### config.mk
export PLATFORM = sky130hd
export DESIGN_NAME = spw_device_flat
export DESIGN_NICKNAME = d
export VERILOG_FILES = /design/src/rtl/spw_pkg.sv /design/src/rtl/spw_link_if.sv /design/src/rtl/spw_device.sv /design/src/flat_wrapper.sv
export SDC_FILE = /design/constraint.sdc
export NUM_CORES = 1
export LEC_CHECK = 0
export BUFFER_PORTS_ARGS = -buffer_cell sky130_fd_sc_hd__buf_2
export CORE_ASPECT_RATIO = 0.7
export CORE_MARGIN = 2
export CORE_UTILIZATION = 45
export CTS_BUF_LIST = sky130_fd_sc_hd__clkbuf_8
export CTS_CLUSTER_SIZE = 24
export DETAILED_ROUTE_END_ITERATION = 7
export PLACE_DENSITY = 0.61
export SYNTH_ARGS = -nofsm -noshare
export SYNTH_HDL_FRONTEND = slang
export SYNTH_SLANG_ARGS = --single-unit
### constraint.sdc
create_clock -name clk_in -period 2.05 [get_ports clk_in]
set_input_delay 0.615 -clock clk_in [delete_from_list [all_inputs] [get_ports clk_in]]
set_output_delay 0.615 -clock clk_in [all_outputs]
set_load 0.02 [all_outputs]
### src/rtl/spw_pkg.sv
// Constants, opcodes and state types shared by both ends of the serial EEPROM link.
// Assumes one system clock of 125 MHz on each end.
package spw_pkg;
    // ----------------------------------------------------------------
    // Clock rate
    // ----------------------------------------------------------------
    localparam int unsigned CLK_MHZ = 125;
    localparam int unsigned CLK_KHZ = 125000;

    // ----------------------------------------------------------------
    // Opcodes, sent most significant bit first
    // ----------------------------------------------------------------
    localparam logic [7:0] OP_NONE   = 8'h00;
    localparam logic [7:0] OP_WRSR   = 8'h01;
    localparam logic [7:0] OP_WRITE  = 8'h02;
    localparam logic [7:0] OP_READ   = 8'h03;
    localparam logic [7:0] OP_DISARM = 8'h04;
    localparam logic [7:0] OP_RDSR   = 8'h05;
    localparam logic [7:0] OP_ARM    = 8'h06;

    // ----------------------------------------------------------------
    // Frame geometry, counted in bits within a byte and in whole bytes
    // ----------------------------------------------------------------
    localparam logic [2:0] BIT_FIRST       = 3'h0;
    localparam logic [2:0] BIT_LAST        = 3'h7;
    localparam logic [2:0] BYTES_NONE      = 3'h0;
    localparam logic [2:0] BYTES_CMD       = 3'h1;
    localparam logic [2:0] BYTES_WRSR      = 3'h2;
    localparam logic [2:0] BYTES_WRITE_MIN = 3'h4;
    localparam logic [2:0] BYTES_SAT       = 3'h4;

    // ----------------------------------------------------------------
    // Status byte layout
    // ----------------------------------------------------------------
    localparam logic [7:0] STAT_IDLE       = 8'h00;
    localparam logic [7:0] STAT_ARMED_MASK = 8'h02;
    localparam logic [7:0] STAT_BUSY_ALL   = 8'hFF;

    // ----------------------------------------------------------------
    // Timing, figures in their own units, counts derived
    // ----------------------------------------------------------------
    localparam int unsigned T_WC_MS    = 10;
    localparam int unsigned T_PUR_MS   = 1;
    localparam int unsigned T_PUW_MS   = 5;
    localparam int unsigned T_HALF_NS  = 250;
    localparam int unsigned T_LEAD_NS  = 250;
    localparam int unsigned T_LAG_NS   = 250;
    localparam int unsigned T_DESEL_NS = 2000;
    localparam int unsigned WC_CYCLES    = T_WC_MS * CLK_KHZ;
    localparam int unsigned PUR_CYCLES   = T_PUR_MS * CLK_KHZ;
    localparam int unsigned PUW_CYCLES   = T_PUW_MS * CLK_KHZ;
    localparam int unsigned HALF_CYCLES  = (T_HALF_NS * CLK_MHZ + 999) / 1000;
    localparam int unsigned LEAD_CYCLES  = (T_LEAD_NS * CLK_MHZ + 999) / 1000;
    localparam int unsigned LAG_CYCLES   = (T_LAG_NS * CLK_MHZ + 999) / 1000;
    localparam int unsigned DESEL_CYCLES = (T_DESEL_NS * CLK_MHZ + 999) / 1000;

    // ----------------------------------------------------------------
    // Reset values and state types
    // ----------------------------------------------------------------
    localparam logic [2:0] SYNC_RST = 3'h0;

    typedef enum logic [0:0] {
        ST_STANDBY = 1'b0,
        ST_ACTIVE  = 1'b1
    } spw_dev_state_t;

    typedef enum logic [2:0] {
        H_IDLE = 3'b000,
        H_LEAD = 3'b001,
        H_LOW  = 3'b010,
        H_HIGH = 3'b011,
        H_LAG  = 3'b100,
        H_GAP  = 3'b101
    } spw_host_state_t;
endpackage : spw_pkg

### src/rtl/spw_link_if.sv
// The four-wire serial link between host and device, plus the output enable of the data-out pin.
// Assumes the bench joins both ends through one instance of it.
`timescale 1ns/1ps
interface spw_link_if;
    logic sck;
    logic cs_n;
    logic si;
    logic so;
    logic so_oe_n;
    logic so_line;

    // The idle line reads high, as a weak pull-up would make it.
    assign so_line = so_oe_n ? 1'b1 : so;

    modport device (input sck, input cs_n, input si, output so, output so_oe_n);
    modport host   (output sck, output cs_n, output si, input so_line);
endinterface : spw_link_if

### src/rtl/spw_device.sv
// Device end: power-up standby, write-arm latch and write-commit guard of a serial EEPROM.
// Assumes the link pins are asynchronous to clk_in and slow enough for two-flop sampling.
`timescale 1ns/1ps

module spw_device #(
    parameter int unsigned WC_CYCLES = spw_pkg::WC_CYCLES
) (
    // Clock, reset and enable
    input  wire logic clk_in,
    input  wire logic srst_in,
    input  wire logic ce_in,
    // Serial link
    spw_link_if.device link,
    // Status toward the user side
    output logic      write_busy_out,
    output logic      write_armed_out,
    output logic      standby_out,
    output logic      write_start_out
);
    import spw_pkg::*;

    localparam int unsigned WCW = $clog2(WC_CYCLES + 1);

    if (WC_CYCLES < 2) begin : g_bad_wc
        $error("WC_CYCLES must be at least 2");
    end

    // ----------------------------------------------------------------
    // Pin sampling
    // ----------------------------------------------------------------
    logic [2:0] sync1;
    logic [2:0] sync2;
    logic [2:0] hist;
    wire  [2:0] pins = {link.cs_n, link.sck, link.si};

    // Resetting the chip-select samples to low means a select held low across reset shows no
    // falling edge, so the device keeps waiting for a fresh one.
    always_ff @(posedge clk_in) begin
        if (srst_in) begin
            sync1 <= SYNC_RST;
            sync2 <= SYNC_RST;
            hist  <= SYNC_RST;
        end else if (ce_in) begin
            sync1 <= pins;
            sync2 <= sync1;
            hist  <= sync2;
        end
    end

    wire cs_fall  = hist[2] & ~sync2[2];
    wire cs_rise  = ~hist[2] & sync2[2];
    wire sck_rise = ~hist[1] & sync2[1];
    wire sck_fall = hist[1] & ~sync2[1];
    wire si_bit   = sync2[0];

    // ----------------------------------------------------------------
    // State and decode
    // ----------------------------------------------------------------
    spw_dev_state_t state;
    spw_dev_state_t next_state;
    logic [2:0]     bit_cnt;
    logic [2:0]     byte_cnt;
    logic [7:0]     shreg;
    logic [7:0]     opcode;
    logic [7:0]     stat_sr;
    logic           so;
    logic           so_oe_n;
    logic           armed;
    logic           busy;
    logic           standby;
    logic           start;
    logic [WCW-1:0] wc_cnt;

    always_comb begin
        next_state = state;
        unique case (state)
            ST_STANDBY: begin
                if (cs_fall) begin
                    next_state = ST_ACTIVE;
                end
            end
            ST_ACTIVE: begin
                if (cs_rise) begin
                    next_state = ST_STANDBY;
                end
            end
        endcase
    end

    wire       selected    = (state == ST_ACTIVE);
    wire       take_bit    = selected & sck_rise;
    wire [7:0] next_byte   = {shreg[6:0], si_bit};
    wire       byte_done   = take_bit & (bit_cnt == BIT_LAST);
    wire       on_boundary = (bit_cnt == BIT_FIRST);
    wire       end_frame   = selected & cs_rise;
    wire       is_arm      = (opcode == OP_ARM) & (byte_cnt == BYTES_CMD) & on_boundary;
    wire       is_disarm   = (opcode == OP_DISARM) & (byte_cnt == BYTES_CMD) & on_boundary;
    wire       is_page     = (opcode == OP_WRITE) & (byte_cnt >= BYTES_WRITE_MIN) & on_boundary;
    wire       is_stat_wr  = (opcode == OP_WRSR) & (byte_cnt == BYTES_WRSR) & on_boundary;
    wire       commit      = end_frame & armed & ~busy & (is_page | is_stat_wr);
    wire       wc_done     = busy & (wc_cnt == WCW'(WC_CYCLES - 1));
    wire       rdsr_on     = selected & (opcode == OP_RDSR) & (byte_cnt != BYTES_NONE);
    wire [7:0] status_now  = busy ? STAT_BUSY_ALL : (armed ? STAT_ARMED_MASK : STAT_IDLE);

    // ----------------------------------------------------------------
    // Frame reception
    // ----------------------------------------------------------------
    always_ff @(posedge clk_in) begin
        if (srst_in) begin
            state    <= ST_STANDBY;
            standby  <= 1'b1;
            bit_cnt  <= BIT_FIRST;
            byte_cnt <= BYTES_NONE;
            shreg    <= OP_NONE;
            opcode   <= OP_NONE;
        end else if (ce_in) begin
            state   <= next_state;
            standby <= (next_state == ST_STANDBY);
            if (cs_fall) begin
                bit_cnt  <= BIT_FIRST;
                byte_cnt <= BYTES_NONE;
                opcode   <= OP_NONE;
            end else if (take_bit) begin
                shreg   <= next_byte;
                bit_cnt <= bit_cnt + 3'h1;
                if (byte_done && byte_cnt == BYTES_NONE) begin
                    opcode <= next_byte;
                end
                // Page writes roll over, so only the byte boundary matters past the fourth byte.
                if (byte_done && byte_cnt != BYTES_SAT) begin
                    byte_cnt <= byte_cnt + 3'h1;
                end
            end
        end
    end

    // ----------------------------------------------------------------
    // Arm latch and self-timed write
    // ----------------------------------------------------------------
    // While a write runs every command but the status read is ignored, as the array is not usable.
    always_ff @(posedge clk_in) begin
        if (srst_in) begin
            armed  <= 1'b0;
            busy   <= 1'b0;
            start  <= 1'b0;
            wc_cnt <= '0;
        end else if (ce_in) begin
            start <= commit;
            if (wc_done) begin
                armed <= 1'b0;
            end else if (end_frame && !busy && is_arm) begin
                armed <= 1'b1;
            end else if (end_frame && !busy && is_disarm) begin
                armed <= 1'b0;
            end
            if (commit) begin
                busy   <= 1'b1;
                wc_cnt <= '0;
            end else if (wc_done) begin
                busy <= 1'b0;
            end else if (busy) begin
                wc_cnt <= wc_cnt + WCW'(1);
            end
        end
    end

    // ----------------------------------------------------------------
    // Status shift-out
    // ----------------------------------------------------------------
    // Each new byte reloads the live status so a host can poll the busy flag in one frame.
    always_ff @(posedge clk_in) begin
        if (srst_in) begin
            so      <= 1'b0;
            so_oe_n <= 1'b1;
            stat_sr <= STAT_IDLE;
        end else if (ce_in) begin
            if (!selected || cs_rise) begin
                so_oe_n <= 1'b1;
            end else if (rdsr_on && sck_fall) begin
                so_oe_n <= 1'b0;
                if (on_boundary) begin
                    so      <= status_now[7];
                    stat_sr <= {status_now[6:0], 1'b0};
                end else begin
                    so      <= stat_sr[7];
                    stat_sr <= {stat_sr[6:0], 1'b0};
                end
            end
        end
    end

    assign link.so         = so;
    assign link.so_oe_n    = so_oe_n;
    assign write_busy_out  = busy;
    assign write_armed_out = armed;
    assign standby_out     = standby;
    assign write_start_out = start;
endmodule : spw_device

### src/flat_wrapper.sv
// flat-port wrapper written by rule: the top's interface ports become plain ports
module spw_device_flat import spw_pkg::*;
#(
    parameter int unsigned WC_CYCLES = spw_pkg::WC_CYCLES
)
  (clk_in, srst_in, ce_in, write_busy_out, write_armed_out, standby_out, write_start_out, link_sck, link_cs_n, link_si, link_so, link_so_oe_n);
  spw_link_if link_i ();
  input  wire logic clk_in;
  input  wire logic srst_in;
  input  wire logic ce_in;
  output logic write_busy_out;
  output logic write_armed_out;
  output logic standby_out;
  output logic write_start_out;
  input wire logic [$bits(link_i.sck)-1:0] link_sck;
  input wire logic [$bits(link_i.cs_n)-1:0] link_cs_n;
  input wire logic [$bits(link_i.si)-1:0] link_si;
  output wire logic [$bits(link_i.so)-1:0] link_so;
  output wire logic [$bits(link_i.so_oe_n)-1:0] link_so_oe_n;
  assign link_i.sck = link_sck;
  assign link_i.cs_n = link_cs_n;
  assign link_i.si = link_si;
  assign link_so = link_i.so;
  assign link_so_oe_n = link_i.so_oe_n;
  spw_device #(.WC_CYCLES(WC_CYCLES)) u_core (.clk_in(clk_in), .srst_in(srst_in), .ce_in(ce_in), .link(link_i), .write_busy_out(write_busy_out), .write_armed_out(write_armed_out), .standby_out(standby_out), .write_start_out(write_start_out));
endmodule
==> run metrics, run 1 <==
CP Class flip-flop to flip-flop; average wire per standard cell 16.0 um; failing checks setup timing; CP Buf/Inv Count 1; grt total ovfl 0; die area 7710 um^2; nature of the critical path endpoint flip-flop; power per cell area 636 nW/um^2; ANT nets after route 0; Syn Inst Count 364; num rows 25; final worst setup slack -0.185 ns; DRT Pass-1 Iters 6; Netlist cell types 51; cell chain of the critical path or4_4 > buf_6 > or4_4 > or3_4 > a21oi_2 > mux2i_1; Final #Nets 446; diode count 0; startpoint type of the worst setup path flip-flop; HPWL Detailed 5720 um; fmax 447 MHz; clk slew on worst S/H paths 0.08 ns; FILL cells 594; Cells after DPL 508; Synth area leaders dfxtp_1 41%, mux2i_1 8.9%, nor2_1 5.5%; DRC 0; CTS buffer count 9; final setup TNS -1.37 ns; Critical Path RT 2.32 ns; Peak VDD IR 0.437 mV; Die X 104 um; data arrival time of the worst path 2.51 ns; routed vias 2997; CTS Buffer Depth 2; synthesized cell area 3160 um^2; final wirelength 8480 um; FF+latch count, synth 64; FFs w/ async S/R, synth 0%; hold-critical path depth 2; Initial Utilization 46.5%; Synth Area per Inst 8.68 um^2; worst slew pin tran 0.713 ns; H-tree Lvls 3; Post-synth EDFFs 0; Sink Count 64; Worst Reg-to-Reg Cells 6; CP max FO 4; share of the synthesized area in the top cell type 40.6%; max incr delay on CP 0.55 ns; GRT Util Overall 22.4%; TritonCTS clock tree yes; vias in the first global route 2739; final hold vios 0; family with the most delay on the worst path simple AND/OR/NAND/NOR gates; first-pass GRT wire length 13600 um; Syn Nets 378; Vias/cell 5.64; final core utilization 62.5%; register area share after synthesis 40.6%; layout cells sized above 1 28.1%; Core Box Area 6790 um^2; I/O Buffers 11; most frequent cells in the layout 62 x dfxtp_1, 54 x buf_4, 42 x nor2_1; Max-slew headroom 52.4%; WP depth 6; fin crit period 2.23 ns; Reg2Reg Launch Point u_core.opcode[4]; dominant cell type by area after synthesis dfxtp_1; outcome complete, but fails checks; max cap viols 0; initial antenna violation count 0; leakage 1.53 nW; Chip Height 74.1 um; slowest CP cell or4_4; Yosys warnings 0; most common cell after layout, fill and taps aside dfxtp_1; worst hold slack 0.478 ns; fin cells 531; DR iter-0 viols 192; crit path capture u_core.wc_cnt[5]; clock root buffer clkbuf_8; most frequent CP cell or4_4; I/O Pins 12; largest net degree at the start of global routing 25; FF-to-FF setup slack -0.18 ns; Slew Limit Fails 0; RSZ-0062 raised after global routing true; Worst R2R End u_core.wc_cnt[5]; Worst Setup SP u_core.opcode[4]; Worst Clk Skew 0.00726 ns; top_reg_cell synth dfxtp_1; Worst Hold Class flip-flop to flip-flop; Area Overhead vs Synth 34.4%; fin crit share 109%; Pwr Total 2.70 mW; final setup violation count 14; RePlAce Congestion 0.895; Clk Latency, worst-skew pair 0.34 ns
[how the worst min path moves through the flow]
stage | start | slack (ns) | endpoint
2_1_floorplan | u_core.wc_cnt[20] | 0.45 | u_core.wc_cnt[20]
3_3_place_gp | u_core.standby_out | 0.46 | u_core.standby_out
3_5_place_dp | u_core.standby_out | 0.46 | u_core.standby_out
4_1_cts | u_core.standby_out | 0.48 | u_core.standby_out
5_1_grt | u_core.wc_cnt[20] | 0.51 | u_core.wc_cnt[20]
6_report | u_core.standby_out | 0.48 | u_core.standby_out
[state kept, by name (all words and copies together), names as in the netlist, 2 cells and up]
name             cells
u_core.bit_cnt       3
u_core.shreg         7
u_core.wc_cnt       21
u_core.hist          2
u_core.sync2         3
u_core.sync1         3
u_core.opcode        8
u_core.byte_cnt      3
u_core.stat_sr       7
[routing by layer]
metal	up-vias	share of wire, %	GRT usage (%)
met5	-	0	0
met4	0	0.80	7.06
met3	8	7.0	5.08
met2	108	42	33.0
met1	1411	50	32.7
li1	1470	-	-
[area by class of cell]
type | count | area, um^2 | share of cell area (%)
flip-flops and latches | 64 | 1280 | 30.2
well taps | 94 | 118 | 2.77
repair buffers | 73 | 559 | 13.2
inverters | 12 | 45.0 | 1.06
multi-input cells | 272 | 2000 | 47.0
clock buffers | 9 | 124 | 2.92
clock inverters | 7 | 120 | 2.83
[cell families (layout without fill, tap and decap cells)]
logic type / Yosys count / count (layout) / share of synthesized area [%]
AND/OR/NAND/NOR: 153 / 153 / 25.7
AO/OA/AOI/OAI: 80 / 80 / 17.3
multiplexers: 28 / 28 / 8.87
flip-flops: 64 / 64 / 40.6
adder cells (fa/ha/maj): 8 / 8 / 3.17
XOR/XNOR: 3 / 3 / 0.832
buffers and inverters: 28 / 101 / 3.53
[metrics by stage]
step,setup slack [ns],instance area (um^2)
final,-0.185,4250
after global routing,-0.224,4250
after CTS,-0.171,4110
after detailed placement,-0.372,3700
after global placement,-0.297,3700
after floorplan,0.0159,3170
[what timing repair did]
| item | 4_1_cts | 5_1_grt |
|---|---|---|
| gates cloned | 2 | 0 |
| pin swaps | 7 | 10 |
| setup buffers | 5 | 3 |
| resized for setup | 25 | 28 |
| hold endpoints to repair | 0 | 0 |
| setup endpoints to repair | 21 | 34 |
| hold buffers | 0 | 0 |
[synth_stat cells, types with 2 or more instances]
library cell and number:
inv_1 12, and4_1 2, and2_1 3, or4_4 2, nor4b_1 3, nand3_1 18
xor2_1 3, dfxtp_1 64, a21oi_1 24, o211ai_1 3, a21o_1 2, or4_1 2
a2111o_1 5, a211oi_1 7, ha_1 8, and3_1 3, nand4bb_1 2, clkbuf_1 7
a22oi_1 11, o2111ai_1 2, nor3_1 3, nor4_1 3, nand4_1 5, nand2b_1 10
nor2_1 46, nor2b_1 5, a31oi_1 2, buf_2 4, nand2_1 34, mux2i_1 28
a211o_1 2, buf_1 4, a2111oi_0 6, o21ai_0 9, nor4bb_1 3, o21ai_1 2
[power by group]
group / total [mW] / leakage (nW) / internal, mW / switching [mW]
Combinational: 0.102 / 0.892 / 0.0413 / 0.0608
Sequential: 1.26 / 0.518 / 1.25 / 0.00886
Clock: 1.34 / 0.119 / 0.809 / 0.528
Total: 2.70 / 1.53 / 2.10 / 0.597
[worst min-delay path, cell delays in order (launching register included)]
cell     delay [ns]
dfxtp_1        0.33
a21oi_1        0.06
o21ai_0        0.06
Note: power is estimated with default switching activity, not from simulation.
==> run 2, diff against run 1 <==
--- a/config.mk
+++ b/config.mk
@@ -8,11 +8,11 @@
 export BUFFER_PORTS_ARGS = -buffer_cell sky130_fd_sc_hd__buf_2
 export CORE_ASPECT_RATIO = 0.7
 export CORE_MARGIN = 2
-export CORE_UTILIZATION = 45
+export CORE_UTILIZATION = 55
 export CTS_BUF_LIST = sky130_fd_sc_hd__clkbuf_8
 export CTS_CLUSTER_SIZE = 24
 export DETAILED_ROUTE_END_ITERATION = 7
-export PLACE_DENSITY = 0.61
+export PLACE_DENSITY = 0.73
 export SYNTH_ARGS = -nofsm -noshare
 export SYNTH_HDL_FRONTEND = slang
 export SYNTH_SLANG_ARGS = --single-unit
==> run 2 against run 1 <==
Net effect:
- first-iteration DRC count increased by 11%
- the run still ends with setup timing left
- clock skew is essentially flat
- highest routed layer unchanged
- sequential cell count stayed put
- sequential power hardly changed
- critical path depth stayed put
- die area decreased by 17%
- routed wire length rose by 3.4%
- setup slack better by 0.044 ns
- combinational power about the same
- register-to-register slack gained 0.04 ns
- global-route usage increased by 6.0 points
- critical endpoint unchanged
==> run metrics, run 2 (synthesis results as in run 1) <==
clk slew on worst S/H paths 0.07 ns; design area 4190 um^2; largest register by flop count u_core.wc_cnt; Worst Hold Class flip-flop to flip-flop; failing checks setup timing; Critical Path RT 2.34 ns; FF-to-FF setup slack -0.14 ns; Internal 2.22 mW; routed vias 3041; clock share of power 51.6%; slowest CP cell or4_4; Psw 0.592 mW; Logic pwr share 3.6%; final hold vios 0; startpoint type of the worst setup path flip-flop; power per cell area 672 nW/um^2; Chip Height 67.4 um; fmax 456 MHz; data arrival time of the worst path 2.48 ns; I/O Pins 12; Vias/cell 5.97; Worst Clk Skew 0.00723 ns; Worst R2R End u_core.wc_cnt[5]; CTS Buffer Depth 2; fin crit share 107%; hold-critical path depth 2; final wirelength 8770 um; Sink Count 64; max incr delay on CP 0.56 ns; initial antenna violation count 0; final setup violation count 19; Post-DP Area 3680 um^2; CP max FO 4; cell chain of the critical path or4_4 > buf_6 > or4_4 > or3_4 > a21oi_2 > mux2i_1; Largest regs u_core.wc_cnt: 21 flops, u_core.opcode: 8 flops; DR iter-0 viols 213; TritonCTS clock tree yes; DRT Pass-1 Iters 5; Die X 94.6 um; Clk Latency, worst-skew pair 0.35 ns; outcome complete, but fails checks; diode count 0; CTS buffer count 9; most frequent CP cell or4_4; Reg2Reg Launch Point u_core.opcode[6]; Worst Reg-to-Reg Cells 6; H-tree Lvls 3; num rows 23; ANT nets after route 0; Core Box Area 5640 um^2; Max-slew headroom 52.2%; GRT Util Overall 28.4%; worst slew pin tran 0.715 ns; Cells after DPL 489; grt total ovfl 0; RSZ-0062 raised after global routing true; DRC 0; Hold Crit Start u_core.sync1[0]; average wire per standard cell 17.2 um; largest net degree at the start of global routing 26; first-pass GRT wire length 13800 um; fin crit period 2.19 ns; vias in the first global route 2783; clock root buffer clkbuf_8; Peak VDD IR 0.614 mV; RePlAce Congestion 0.865; final setup TNS -1.03 ns; Switching Fraction 21.0%; Initial Utilization 56.0%; Slew Limit Fails 0; CP Class flip-flop to flip-flop; worst hold slack 0.495 ns; Hold-fix buffers, CTS 0; leakage 1.51 nW; max reg flops 21; most common cell after layout, fill and taps aside dfxtp_1; Flop pwr share 44.8%; Area Overhead vs Synth 32.8%; fin cells 509; final worst setup slack -0.141 ns; max cap viols 0; Final #Nets 443; HPWL Detailed 5610 um; hold path endpoint u_core.sync2[0]; most frequent cells in the layout 64 x dfxtp_1, 53 x buf_4, 45 x nor2_1; I/O Buffers 11; nature of the critical path endpoint flip-flop; layout cells sized above 1 26.3%; post-placement worst setup slack -0.186 ns; FILL cells 422; die area 6370 um^2
==> run 2: area by class of cell <==
class / count / area [um^2] / share of cell area, %
flip-flops and latches: 64 / 1280 / 30.6
multi-input cells: 272 / 1980 / 47.1
clock buffers: 9 / 124 / 2.95
inverters: 12 / 45.0 / 1.07
well taps: 75 / 93.8 / 2.24
clock inverters: 7 / 144 / 3.43
repair buffers: 70 / 529 / 12.6
==> run 2: power groups by stage <==
stage	Combinational [mW]	Clock, mW	Sequential, mW
6_report	0.101	1.45	1.26
5_1_grt	0.111	1.51	1.26
4_1_cts	0.0975	1.47	1.26
3_5_place_dp	0.0919	0	1.29
3_3_place_gp	0.0897	0	1.29
2_1_floorplan	0.0546	0	1.29
==> run 2: worst max-delay path by stage <==
stage / from / end / cells past startpoint / slack (ns)
after global routing: u_core.opcode[6] / u_core.wc_cnt[9] / 6 / -0.18
after detailed placement: u_core.bit_cnt[0] / u_core.wc_cnt[5] / 8 / -0.19
final: u_core.opcode[6] / u_core.wc_cnt[5] / 6 / -0.14
after global placement: u_core.bit_cnt[0] / u_core.wc_cnt[14] / 9 / -0.15
after CTS: u_core.opcode[6] / u_core.wc_cnt[5] / 6 / -0.15
after floorplan: ce_in / u_core.shreg[0] / 6 / 0.02
==> run 2: what timing repair did <==
action	in CTS	in global routing
setup buffers	2	3
setup endpoints to repair	22	35
hold endpoints to repair	0	0
cloned	1	0
gates resized for setup	26	15
pin swaps	0	4
==> run 2: metal layers <==
layer | global-route usage, % | routed length, um
met1 | 40.3 | 4280
met4 | 9.96 | 160
met3 | 5.69 | 479
met2 | 43.2 | 3850
met5 | 0 | 0
==> run 2: critical path: cells and delay by family, from the launching register on <==
kind	cells	cell delay (ns)
buffers and inverters	1	0.14
muxes	1	0.18
AOI/OAI and AO/OA	1	0.15
and+or+nand+nor	3	1.34
DFF	1	0.32
==> run 2: through the flow <==
| step | power, mW | utilization, % |
|---|---|---|
| 5_1_grt | 2.88 | 74.3 |
| 4_1_cts | 2.83 | 72.5 |
| 6_report | 2.82 | 74.3 |
| 2_1_floorplan | 1.34 | - |
| 3_5_place_dp | 1.38 | 65.2 |
| 3_3_place_gp | 1.38 | 65.2 |
